### src/include/scld_pkg.sv
`default_nettype none
package scld_pkg;

  // ---------------------------------------------------------------
  // Widths and link framing
  // ---------------------------------------------------------------
  localparam int FRAME_W = 16;
  localparam int SYM_W = 8;
  localparam int VAL_W = 5;
  localparam int ADDR_W = 9;
  localparam int REG_W = 16;
  localparam int CNT_W = 8;
  localparam int PAY_W = 20;
  localparam int N_CHAN = 16;

  // Sync word and command symbols, chosen outside the data alphabet
  localparam logic [15:0] SYNC_WORD = 16'hF00F;
  localparam logic [7:0] CMD_FLUSH = 8'h5A;
  localparam logic [7:0] CMD_CCLR = 8'h59;
  localparam logic [7:0] CMD_NOOP = 8'h69;
  localparam logic [7:0] CMD_READBACK = 8'h66;
  localparam logic [3:0] TRIG_NIB = 4'h2;
  localparam logic [1:0] RD_FRAMES = 2'h2;
  localparam logic [15:0] BX_PATTERN = 16'hCCCC;

  // Execution delay after frame end, at the nominal 160 MHz bit rate
  localparam int LINK_MHZ = 160;
  localparam int EXEC_NS = 25;
  localparam int EXEC_BITS = (EXEC_NS * LINK_MHZ + 999) / 1000;
  localparam logic [3:0] EXEC_PH = 4'(EXEC_BITS + 1);

  // Register map and reset values
  localparam logic [7:0] ADR_LOCK = 8'h00;
  localparam logic [7:0] ADR_UNLOCK = 8'h04;
  localparam logic [7:0] ADR_DIE = 8'h08;
  localparam logic [7:0] ADR_STAT = 8'h0C;
  localparam logic [7:0] LOCK_RST = 8'h10;
  localparam logic [7:0] UNLOCK_RST = 8'h08;
  localparam logic [3:0] DIE_RST = 4'h0;

  // Balanced symbols, indexed by their 5-bit value
  localparam logic [7:0] DATA_SYM [32] = '{
    8'h6A, 8'h6C, 8'h71, 8'h72, 8'h74, 8'h8B, 8'h8D, 8'h8E,
    8'h93, 8'h95, 8'h96, 8'h99, 8'h9A, 8'h9C, 8'hA3, 8'hA5,
    8'hA6, 8'hA9, 8'hAA, 8'hAC, 8'hB1, 8'hB2, 8'hB4, 8'hC3,
    8'hC5, 8'hC6, 8'hC9, 8'hCA, 8'hCC, 8'hD1, 8'hD2, 8'hD4};

  typedef enum logic [2:0] {K_DATA, K_SYNC, K_TRIG, K_CMD, K_BAD}
    scld_kind_e;
  typedef enum logic [3:0] {E_NONE, E_ABORT, E_LOST_TRIG, E_CORRUPT_FRAME,
    E_CORRUPT_SYNC, E_EXEC_WARN, E_LOST_TAG, E_IGNORED, E_UNUSED_REG}
    scld_err_e;
  typedef enum logic {S_IDLE, S_DATA} scld_state_e;

  typedef struct packed {
    logic valid;
    scld_err_e code;
  } scld_err_s;

  typedef struct packed {
    logic valid;
    logic pixel;
    logic warn;
    logic [ADDR_W-1:0] addr;
    logic [REG_W-1:0] value;
  } scld_rdbk_s;

  // Symbol to 5-bit value; 0 when not a data symbol
  function automatic logic [VAL_W-1:0] scld_val(input logic [7:0] s);
    logic [VAL_W-1:0] v;
    v = '0;
    for (int i = 0; i < 32; i++) begin
      if (DATA_SYM[i] == s) begin
        v = VAL_W'(i);
      end
    end
    return v;
  endfunction

  // Classify one symbol
  function automatic scld_kind_e scld_kind(input logic [7:0] s);
    logic dat;
    dat = 1'b0;
    for (int i = 0; i < 32; i++) begin
      if (DATA_SYM[i] == s) begin
        dat = 1'b1;
      end
    end
    if (dat) return K_DATA;
    if (s == SYNC_WORD[15:8] || s == SYNC_WORD[7:0]) return K_SYNC;
    if (s[7:4] == TRIG_NIB && s[3:0] != 4'h0) return K_TRIG;
    if (s == CMD_FLUSH || s == CMD_CCLR || s == CMD_NOOP ||
        s == CMD_READBACK)
      return K_CMD;
    return K_BAD;
  endfunction

endpackage
`default_nettype wire

### src/rtl/scld_top.sv
`timescale 1ns/1ps
`default_nettype none
module scld_top (
  input wire logic clk,
  input wire logic rst_n,
  input wire logic [7:0] paddr,
  input wire logic psel,
  input wire logic penable,
  input wire logic pwrite,
  input wire logic [31:0] pwdata,
  output logic [31:0] prdata,
  output logic pready,
  output logic pslverr,
  input wire logic link_clk,
  input wire logic link_data,
  output logic [scld_pkg::ADDR_W-1:0] reg_rd_addr,
  input wire logic reg_rd_impl,
  input wire logic [scld_pkg::REG_W-1:0] reg_rd_data,
  output logic locked,
  output logic bx_clk,
  output logic trig_pulse,
  output logic [scld_pkg::VAL_W-1:0] trig_tag,
  output logic flush_pulse,
  output logic cclr_pulse,
  output scld_pkg::scld_rdbk_s rdbk,
  output scld_pkg::scld_err_s err
);
  import scld_pkg::*;

  // ---------------------------------------------------------------
  // Link input synchronisers
  // ---------------------------------------------------------------
  logic lk1_q, lk2_q, lk3_q, ld1_q, ld2_q;
  wire bit_ev = lk2_q & ~lk3_q;

  // Two flops per pin, third only for link clock edge finding
  always_ff @(posedge clk) begin
    lk1_q <= link_clk;
    lk2_q <= lk1_q;
    lk3_q <= lk2_q;
    ld1_q <= link_data;
    ld2_q <= ld1_q;
  end

  // ---------------------------------------------------------------
  // Registers seen by software
  // ---------------------------------------------------------------
  logic [7:0] lock_thr_q, unlock_thr_q;
  logic [3:0] die_q;
  logic [31:0] prdata_q;
  scld_err_e last_err_q;
  logic locked_q;
  logic [3:0] lk_ch_q;

  wire ap_wr = psel & penable & pwrite;
  wire hit_lock = paddr == ADR_LOCK;
  wire hit_unlock = paddr == ADR_UNLOCK;
  wire hit_die = paddr == ADR_DIE;
  wire hit_stat = paddr == ADR_STAT;
  wire mapped = hit_lock | hit_unlock | hit_die | hit_stat;
  wire [31:0] rd_word = hit_lock ? {24'h000000, lock_thr_q} :
    hit_unlock ? {24'h000000, unlock_thr_q} :
    hit_die ? {28'h0000000, die_q} :
    hit_stat ? {23'h000000, last_err_q, lk_ch_q, locked_q} : 32'h00000000;

  // Zero-wait slave: error answer on unmapped addresses
  assign pready = 1'b1;
  assign pslverr = psel & penable & ~mapped;
  assign prdata = prdata_q;

  // Read data captured in setup phase; zero threshold writes ignored
  always_ff @(posedge clk) begin
    if (!rst_n) begin
      lock_thr_q <= LOCK_RST;
      unlock_thr_q <= UNLOCK_RST;
      die_q <= DIE_RST;
      prdata_q <= 32'h00000000;
    end else begin
      if (psel && !penable) prdata_q <= rd_word;
      if (ap_wr && hit_lock && pwdata[7:0] != 8'h00)
        lock_thr_q <= pwdata[7:0];
      if (ap_wr && hit_unlock && pwdata[7:0] != 8'h00)
        unlock_thr_q <= pwdata[7:0];
      if (ap_wr && hit_die) die_q <= pwdata[3:0];
    end
  end

  // ---------------------------------------------------------------
  // Frame aligner
  // ---------------------------------------------------------------
  logic [FRAME_W-1:0] sh_q;
  logic [3:0] bitcnt_q;
  logic [CNT_W-1:0] cnt_q [N_CHAN];
  logic [N_CHAN-1:0] nz_vec;

  wire [FRAME_W-1:0] sh_d = {sh_q[FRAME_W-2:0], ld2_q};
  wire hit = bit_ev & (sh_d == SYNC_WORD);
  wire [CNT_W-1:0] cnt_c = cnt_q[bitcnt_q];
  wire [CNT_W-1:0] cnt_inc = (&cnt_c) ? cnt_c : CNT_W'(cnt_c + 1'b1);
  // lock on first channel at threshold
  wire lock_now = hit & ~locked_q & (cnt_inc >= lock_thr_q);
  wire hit_lk = hit & locked_q & (bitcnt_q == lk_ch_q);
  // another channel at unlock threshold drops lock
  wire unlock_now = hit & locked_q & (bitcnt_q != lk_ch_q) &
    (cnt_inc >= unlock_thr_q);
  wire [N_CHAN-1:0] chan_sel = N_CHAN'(1) << bitcnt_q;
  wire [N_CHAN-1:0] clr_mask = (lock_now | hit_lk) ? ~chan_sel : '0;
  wire [3:0] ph = bitcnt_q - lk_ch_q;
  wire frame_bit = bit_ev & locked_q & (ph == 4'h0);

  // Shift register and bit position
  always_ff @(posedge clk) begin
    if (!rst_n) begin
      sh_q <= '0;
      bitcnt_q <= 4'h0;
    end else if (bit_ev) begin
      sh_q <= sh_d;
      bitcnt_q <= bitcnt_q + 4'h1;
    end
  end

  // one saturating sync counter per alignment
  for (genvar i = 0; i < N_CHAN; i++) begin : g_chan
    always_ff @(posedge clk) begin
      if (!rst_n) begin
        cnt_q[i] <= '0;
      end else if (clr_mask[i]) begin
        cnt_q[i] <= '0;
      end else if (hit && bitcnt_q == 4'(i)) begin
        cnt_q[i] <= cnt_inc;
      end
    end
    assign nz_vec[i] = cnt_q[i] != '0;
  end

  // Lock state and adopted channel
  always_ff @(posedge clk) begin
    if (!rst_n) begin
      locked_q <= 1'b0;
      lk_ch_q <= 4'h0;
    end else if (lock_now) begin
      locked_q <= 1'b1;
      lk_ch_q <= bitcnt_q;
    end else if (unlock_now) begin
      locked_q <= 1'b0;
    end
  end

  // ---------------------------------------------------------------
  // Crossing clock and execution timing
  // ---------------------------------------------------------------
  logic bx_q;
  wire bx_rise = bit_ev & locked_q & (ph[1:0] == 2'b01);
  wire exec = bx_rise & (ph == EXEC_PH);

  // 1100 pattern, phase fixed to the frame
  always_ff @(posedge clk) begin
    if (!rst_n) begin
      bx_q <= 1'b0;
    end else if (bit_ev) begin
      bx_q <= locked_q & BX_PATTERN[4'h0 - ph];
    end
  end

  // ---------------------------------------------------------------
  // Command decoder
  // ---------------------------------------------------------------
  logic frame_ev_q;
  logic [FRAME_W-1:0] fr_q;
  scld_state_e st_q, st_d;
  logic [1:0] rem_q, rem_d;
  logic [PAY_W-1:0] pay_q, pay_d;
  scld_err_e ferr;
  logic set_trig, set_flush, set_cclr, set_rd;

  // only locked-channel frames reach the decoder
  always_ff @(posedge clk) begin
    if (!rst_n) begin
      frame_ev_q <= 1'b0;
      fr_q <= '0;
    end else begin
      frame_ev_q <= frame_bit;
      if (frame_bit) fr_q <= sh_d;
    end
  end

  wire [7:0] sa = fr_q[15:8];
  wire [7:0] sb = fr_q[7:0];
  wire scld_kind_e ka = scld_kind(sa);
  wire scld_kind_e kb = scld_kind(sb);
  wire [VAL_W-1:0] va = scld_val(sa);
  wire [VAL_W-1:0] vb = scld_val(sb);
  wire is_sync = fr_q == SYNC_WORD;
  wire bad_sync = (ka == K_SYNC && kb == K_BAD) ||
    (ka == K_BAD && kb == K_SYNC);
  wire has_cmd = ka == K_CMD || kb == K_CMD;
  wire both_cmd = ka == K_CMD && kb == K_CMD;
  wire [7:0] cmd_sym = (ka == K_CMD) ? sa : sb;
  wire flush_or_clr = cmd_sym == CMD_FLUSH || cmd_sym == CMD_CCLR;
  wire one_bad = ka == K_BAD || kb == K_BAD;
  wire both_bad = ka == K_BAD && kb == K_BAD;
  wire any_data = ka == K_DATA || kb == K_DATA;
  wire both_data = ka == K_DATA && kb == K_DATA;
  // readback output only on die match or broadcast
  wire rd_match = pay_d[19] | (pay_d[18:15] == die_q);

  // Frame interpretation against expectation
  always_comb begin
    st_d = st_q;
    rem_d = rem_q;
    pay_d = pay_q;
    ferr = E_NONE;
    set_trig = 1'b0;
    set_flush = 1'b0;
    set_cclr = 1'b0;
    set_rd = 1'b0;
    // each frame must be sync or a valid pair
    if (frame_ev_q && !is_sync) begin
      if (bad_sync) begin
        ferr = E_CORRUPT_SYNC;
      end else if (ka == K_TRIG) begin
        set_trig = 1'b1;
        if (kb != K_DATA) ferr = E_LOST_TAG;
      end else if (has_cmd) begin
        // flush and clear pass a pending readback
        if (both_cmd && st_q == S_DATA && !flush_or_clr) begin
          ferr = E_IGNORED;
        end else begin
          if (one_bad) ferr = E_EXEC_WARN;
          set_flush = cmd_sym == CMD_FLUSH;
          set_cclr = cmd_sym == CMD_CCLR;
          if (cmd_sym == CMD_READBACK) begin
            st_d = S_DATA;
            rem_d = RD_FRAMES;
          end
        end
      end else if (st_q == S_DATA) begin
        // data frames join the pending command
        if (both_data) begin
          pay_d = {pay_q[PAY_W-11:0], va, vb};
          rem_d = rem_q - 2'h1;
          if (rem_q == 2'h1) begin
            st_d = S_IDLE;
            set_rd = 1'b1;
          end
        end else begin
          ferr = E_ABORT;
          st_d = S_IDLE;
        end
      end else if (both_bad) begin
        ferr = E_CORRUPT_FRAME;
      end else if (one_bad && any_data) begin
        ferr = E_LOST_TRIG;
      end
    end
  end

  // Decoder state
  always_ff @(posedge clk) begin
    if (!rst_n) begin
      st_q <= S_IDLE;
      rem_q <= 2'h0;
      pay_q <= '0;
    end else begin
      st_q <= st_d;
      rem_q <= rem_d;
      pay_q <= pay_d;
    end
  end

  // ---------------------------------------------------------------
  // Pending actions and outputs
  // ---------------------------------------------------------------
  logic [3:0] pend_trig_q, trig_sh_q;
  logic [VAL_W-1:0] pend_tag_q, trig_tag_q;
  logic pend_flush_q, pend_cclr_q, pend_rd_q;
  logic [ADDR_W-1:0] pend_addr_q;
  logic trig_q, flush_q, cclr_q;
  scld_rdbk_s rb_q;
  scld_err_s err_q;
  wire rd_impl = reg_rd_impl | (pend_addr_q == '0);

  // Pending actions wait for the execution edge
  always_ff @(posedge clk) begin
    if (!rst_n || exec) begin
      pend_trig_q <= 4'h0;
      pend_tag_q <= '0;
      pend_flush_q <= 1'b0;
      pend_cclr_q <= 1'b0;
      pend_rd_q <= 1'b0;
      pend_addr_q <= '0;
    end else if (frame_ev_q) begin
      pend_trig_q <= set_trig ? sa[3:0] : 4'h0;
      // tag 0 replaces a lost tag
      pend_tag_q <= (kb == K_DATA) ? vb : '0;
      pend_flush_q <= set_flush;
      pend_cclr_q <= set_cclr;
      pend_rd_q <= set_rd & rd_match;
      pend_addr_q <= pay_d[14:6];
    end
  end

  // outputs change on the second crossing edge after the frame
  always_ff @(posedge clk) begin
    if (!rst_n) begin
      trig_q <= 1'b0;
      trig_sh_q <= 4'h0;
      trig_tag_q <= '0;
      flush_q <= 1'b0;
      cclr_q <= 1'b0;
    end else begin
      trig_q <= 1'b0;
      flush_q <= exec & pend_flush_q;
      cclr_q <= exec & pend_cclr_q;
      // pattern bits on four consecutive crossing edges
      if (exec && pend_trig_q != 4'h0) begin
        trig_q <= pend_trig_q[3];
        trig_sh_q <= {pend_trig_q[2:0], 1'b0};
        trig_tag_q <= pend_tag_q;
      end else if (bx_rise) begin
        trig_q <= trig_sh_q[3];
        trig_sh_q <= {trig_sh_q[2:0], 1'b0};
      end
    end
  end

  // readback result, zero and warning for unused
  always_ff @(posedge clk) begin
    if (!rst_n) begin
      rb_q <= '0;
      err_q <= '{valid: 1'b0, code: E_NONE};
      last_err_q <= E_NONE;
    end else begin
      rb_q.valid <= exec & pend_rd_q;
      if (exec && pend_rd_q) begin
        rb_q.addr <= pend_addr_q;
        // address zero is the pixel portal
        rb_q.pixel <= pend_addr_q == '0;
        rb_q.warn <= ~rd_impl;
        rb_q.value <= rd_impl ? reg_rd_data : '0;
      end
      if (exec && pend_rd_q && !rd_impl) begin
        err_q <= '{valid: 1'b1, code: E_UNUSED_REG};
        last_err_q <= E_UNUSED_REG;
      end else begin
        err_q <= '{valid: ferr != E_NONE, code: ferr};
        if (ferr != E_NONE) last_err_q <= ferr;
      end
    end
  end

  assign reg_rd_addr = pend_addr_q;
  assign locked = locked_q;
  assign bx_clk = bx_q;
  assign trig_pulse = trig_q;
  assign trig_tag = trig_tag_q;
  assign flush_pulse = flush_q;
  assign cclr_pulse = cclr_q;
  assign rdbk = rb_q;
  assign err = err_q;

  wire oth_nz = |(nz_vec & ~(N_CHAN'(1) << lk_ch_q));
endmodule
`default_nettype wire

### config.mk
export PLATFORM = sky130hd
export DESIGN_NAME = scld_top
export DESIGN_NICKNAME = d
export VERILOG_FILES = /design/src/include/scld_pkg.sv /design/src/rtl/scld_top.sv
export SDC_FILE = /design/constraint.sdc
export NUM_CORES = 1
export LEC_CHECK = 0
export BUFFER_PORTS_ARGS = -buffer_cell sky130_fd_sc_hd__clkbuf_2
export CAP_MARGIN = 5
export CORE_MARGIN = 5
export CORE_UTILIZATION = 25
export DETAILED_ROUTE_END_ITERATION = 16
export SETUP_SLACK_MARGIN = 0.02
export SYNTH_ARGS = -nofsm -noshare
export SYNTH_HDL_FRONTEND = slang
export SYNTH_SLANG_ARGS = --single-unit
### constraint.sdc
create_clock -name clk -period 6.1 [get_ports clk]
set_clock_uncertainty 0.1 [all_clocks]
set_input_delay 0.305 -clock clk [delete_from_list [all_inputs] [get_ports clk]]
set_output_delay 0.305 -clock clk [all_outputs]
set_load 0.02 [all_outputs]
; ---- Word-level counts from Yosys, hierarchy flattened
; Memories as Yosys holds them, arrays and structs flattened. A register that Yosys moved wholly into a read port is not among the register bits.
; Cells that the tools add are included.
[word_totals]
mem_bits_ro = 16
word_cells = 689
ram_bits = 128
register_bits = 191
output_inout_bits = 86
n_memories = 2
[classes]
magnitude_cmp = 3
n_eq_ne = 116
n_shift = 1
n_reduce_logical = 77
n_bitwise = 67
add_sub_neg = 5
n_mux = 377
[memory_table]
columns = memory, depth, word_bits, read_ports, rd_clocked_by_memory_dff, write_ports, line
row1 = cnt_q, 16, 8, 1, 1, 16, scld_top.sv:93  ; logic [CNT_W-1:0] cnt_q [N_CHAN];
row2 = (name not given), 16, 1, 1, 0, 0, scld_top.sv:161  ; bx_q <= locked_q & BX_PATTERN[4'h0 - ph];
[op_table]
columns = operator, count
row1 = == test 8 bit (first input constant), 54
row2 = two-way mux 5 bit, 62
row3 = two-way mux 8 bit, 34
row4 = two-way mux 1 bit, 231
row5 = two-way mux 20 bit, 6
row6 = == test 8 x 7 -> 1 bit (second input constant), 11
row7 = == test 7 x 8 -> 1 bit (first input constant), 10
row8 = two-way mux 3 bit, 19
row9 = two-way mux 4 bit, 12
row10 = bitwise OR 1 bit, 38
row11 = logical AND 1 bit, 36
row12 = two-way mux 9 bit, 4
row13 = == test 16 bit (second input constant), 2
row14 = == test 4 bit (second input constant), 8
row15 = == test 8 x 4 -> 1 bit (second input constant), 4
row16 = two-way mux 16 bit, 2
row17 = bitwise AND 1 bit, 20
row18 = == test 4 x 3 -> 1 bit (second input constant), 5
row19 = == test 4 x 2 -> 1 bit (second input constant), 4
row20 = == test 8 bit (second input constant), 2
row21 = >= comparator 8 bit, 2
row22 = inverter 16 bit, 1
row23 = nonzero test 4 bit, 4
row24 = left shift 1 x 4 -> 16 bit (first input constant), 1
row25 = 32 further kinds, 74

; ---- Logic depth before layout (Yosys ltp)
[logic_depth]
ltp_word = 58
depth_mapped = 22
depth_no_buf = 17

; ---- Worst setup path after synthesis
; OpenSTA, ideal clock, no wires.
[synth_timing]
path_type = reg-to-reg
from = register (tool-made name)
to = memory cnt_q[12][0], enable pin
slack_ns = 0.770
setup_ns = 0.384
t_arrival_ns = 4.846
required_time_ns = 5.616
stages_incl_launch_ff = 22
cell_sequence = dfxtp_1 -> buf_6 -> buf_6 -> buf_6 -> mux4_2 -> mux4_2 -> ha_1 -> nand2_1 -> nor2_2 -> xor2_1 -> clkbuf_1 -> ha_1 -> nand2b_1 -> a21o_1 -> a21o_1 -> a21oi_1 -> o21ai_0 -> a21oi_1 -> mux2i_1 -> clkbuf_1 -> a31oi_1 -> o21ai_0
[synth_lines]
columns = element, line
row1 = "end, declared", scld_top.sv:93

==> metrics.md <==
| Metric | Value |
|---|---|
| Run status | finished clean |
| Number of global-route vias before repair | approximately 11000 |
| Ys Warns | 0 |
| Largest net degree at the start of global routing | 70 |
| Skew-Pair Late Insertion Delay | 560 ps |
| Final Hold Vio Count | 0 |
| Cell Pwr Density | 265 nW/um^2 |
| Max_slew headroom | between 10% and 20% |
| Unrepaired setup endpoints after global routing | false |
| Routed Antenna Nets | 0 |
| CTS tree | done |
| FF-to-FF End | cnt_q[12][6]$_SDFFCE_PN0P_ |
| Core ar. | 57800 um^2 |
| Initial antenna violation count | 2 |
| R2R Setup Slk | 570 ps |
| Hold Path Stages | 3 |
| Initial Utilization | between 20% and 30% |
| Final setup fails | 0 |
| Die Height | approximately 250 um |
| VDD IR max | 177 uV |
| Arrival @ worst endpoint | ~5600 ps |
| Fin Hold WS | 61.8 ps |
| GPL Wtd Cong | 0.900 |
| Flops & latches, synth | 295 |
| Synth cell count leaders | nor2_1, dfxtp_1, edfxtp_1 |
| Hold Path Class | in -> reg |
| First-pass GRT wire length | 62000 um |
| Die X | 252 um |
| Num CTS Buffers | 34 |
| Syn avg cell area | ~10 um^2 |
| Min-Delay Endpoint | err[3]$_SDFF_PN0_ |
| Crit start category | flip-flop |
| Reg clk slew, reported paths | 60 ps |
| Total Routing Usage GR | between 10% and 20% |
| Pleak | approximately 6.3 nW |
| Count leader, synth | nor2_1 |
| Max frequency | 0.181 GHz |
| CTS H-tree depth | 2 |
| Via/cell ratio | 4.85 |
| Routed wire per std cell | about 17 um |
| Max-slew violation count | 0 |
| Hpwl dp | 27500 um |
| Drc violations | 0 |
| Clock Path Buffers | 3 |
| Total Nets Final | 1639 |
| Diode count | 0 |
| Worst-margin pin slew | 1200 ps |
| Min-Delay Startpoint | reg_rd_impl |
| Synth top area cells | edfxtp_1, dfxtp_1, nor2_1 |
| Maximum fanout along the worst path | 32 |
| Die area | 63400 um^2 |
| Clk sinks | 295 |
| Share of post-route cells with drive strength above 1 | 16.9% |
| I/O Buffers | 101 |
| Number of synthesized flops with an enable pin | approximately 130 |
| CP Data Required Time | 6150 ps |
| # Post-CTS Setup Buffers | 0 |
| Top-area cell type share of the netlist area | 26.3% |
| Area leader, netlist | edfxtp_1 |
| Worst setup EP type | flip-flop |
| Root Buffer | clkbuf_16 |
| Mapped Cells | 1448 |
| # rows | 88 |
| Grt ovf | 0 |
| Worst reg2reg path depth | 18 |
| Synthesized area | 14600 um^2 |
| Share of synthesized registers carrying an async set or reset | 0% |
| Routed WL | between 30000 and 40000 um |
| Post-synth top flop | dfxtp_1 |
| Max cap viols | 0 |
| TNS Setup | 0 ps |
| Placed cell areas | 15800 um^2 |
| Syn-to-layout area delta | 17.7% |
| Filler cell count | 5946 |
| Final Util | 29.7% |
| Top-Level Pins | 150 |
| Final worst-path cycle share | 90.7% |
| Synth unique cells | 83 |
| Tmin final | around 5500 ps |
| Register area share after synthesis | 49.2% |
| Setup CP Type | reg -> reg |
| Initial DRT Pass Iterations | 5 |
| Design area | 17200 um^2 |
| Via count | between 10000 and 15000 |
| Initial DRC Count | 936 |
worst max-delay path by stage:
| stage | start | to | slack, ps | cells after the start |
|---|---|---|---|---|
| after floorplan | flip-flop | cnt_q[12][0]$_SDFFCE_PN0P_ | 770 | 21 |
| after global placement | flip-flop | cnt_q[12][2]$_SDFFCE_PN0P_ | 660 | 18 |
| after detailed placement | flip-flop | cnt_q[12][6]$_SDFFCE_PN0P_ | 570 | 18 |
| after CTS | flip-flop | cnt_q[12][6]$_SDFFCE_PN0P_ | 550 | 18 |
| after global routing | flip-flop | cnt_q[12][6]$_SDFFCE_PN0P_ | 240 | 19 |
| final | flip-flop | cnt_q[12][6]$_SDFFCE_PN0P_ | 570 | 18 |
state kept, by name (all words and copies together), names as in the netlist, 2 cells and up, named ones only:
register      flops
die_q             4
unlock_thr_q      8
cnt_q           128
sh_q             15
lock_thr_q        8
lk_ch_q           4
rem_q             2
err               5
fr_q             16
prdata            9
pend_tag_q        5
bitcnt_q          4
last_err_q        4
pend_trig_q       4
reg_rd_addr       9
trig_sh_q         3
trig_tag          5
rdbk             28
pay_q            15
area by class of cell:
cell class | instances | area [um^2] | area share (%)
clock inverter | 17 | 168 | 0.975
tap | 765 | 957 | 5.57
inverter | 43 | 163 | 0.946
multi-input combinational | 1009 | 6730 | 39.1
clock buffer | 44 | 943 | 5.49
sequential | 295 | 7190 | 41.8
timing repair buffer | 162 | 1050 | 6.11
through the flow:
stage	cells	worst slack (ps)	power (mW)
floorplan	1470	770	2.44
global placement	2247	665	2.55
detailed placement	2247	573	2.56
CTS	2334	548	4.62
global route	2335	238	4.74
finish	2335	568	4.56
critical path: stages (launching register included):
cell and delay, ps:
dfxtp_2 340, buf_12 260, mux4_2 590, mux4_2 510
ha_1 260, nand2_1 140, nor2_2 90, or2_4 290
nor2_8 110, xnor2_4 140, inv_2 60, ha_1 300
o211ai_1 90, o21ai_0 280, a21oi_1 140, mux2i_1 180
buf_4 210, a31oi_1 50, o21ai_0 950
kinds of logic after synthesis:
family	synth area share (%)
and+or+nand+nor	18.6
DFF	49.2
AOI/OAI and AO/OA	11.6
buffers and inverters	5.36
muxes	10.9
adders and majority gates	2.62
xor gates and xnor gates	1.68
other	0.0514
power breakdown:
part / switching [mW] / leakage (nW) / internal [mW]
combinational: 0.256 / 3.22 / 0.155
sequential: 0.0186 / 2.56 / 2.10
clock: 0.868 / 0.545 / 1.16
layer usage:
layer  global-route usage, %  up-vias  wire length, um
li1                        -     5369                -
met1                    15.9     5564            16800
met2                    20.4      340            19500
met3                    1.94       56             2270
met4                    3.32        4              798
met5                       0        -               26
placed cells by master, fill, tap and decap left out, types with 10 or more instances in the layout:
master and count:
nand2_1 112, nand2b_1 22, nor4bb_1 10, xor2_1 13
a22oi_1 20, nor2_2 10, clkbuf_16 35, clkbuf_2 101
mux2i_1 58, mux4_2 44, nor4_1 14, dlygate4sd3_1 26
nor2_1 272, conb_1 24, a211oi_1 22, a22o_1 21
nand3_1 38, buf_4 32, xnor2_1 10, edfxtp_1 128
nor3_1 15, nor2b_1 14, o21ai_0 36, dfxtp_1 166
inv_1 38, a21oi_1 66, ha_1 29
what timing repair did:
action,in CTS,in global routing
gates resized for setup,0,0
endpoints found under the setup margin,0,0
hold buffers,26,0
hold endpoints to repair,38,0
No activity file was read; power rests on OpenSTA's default activity.
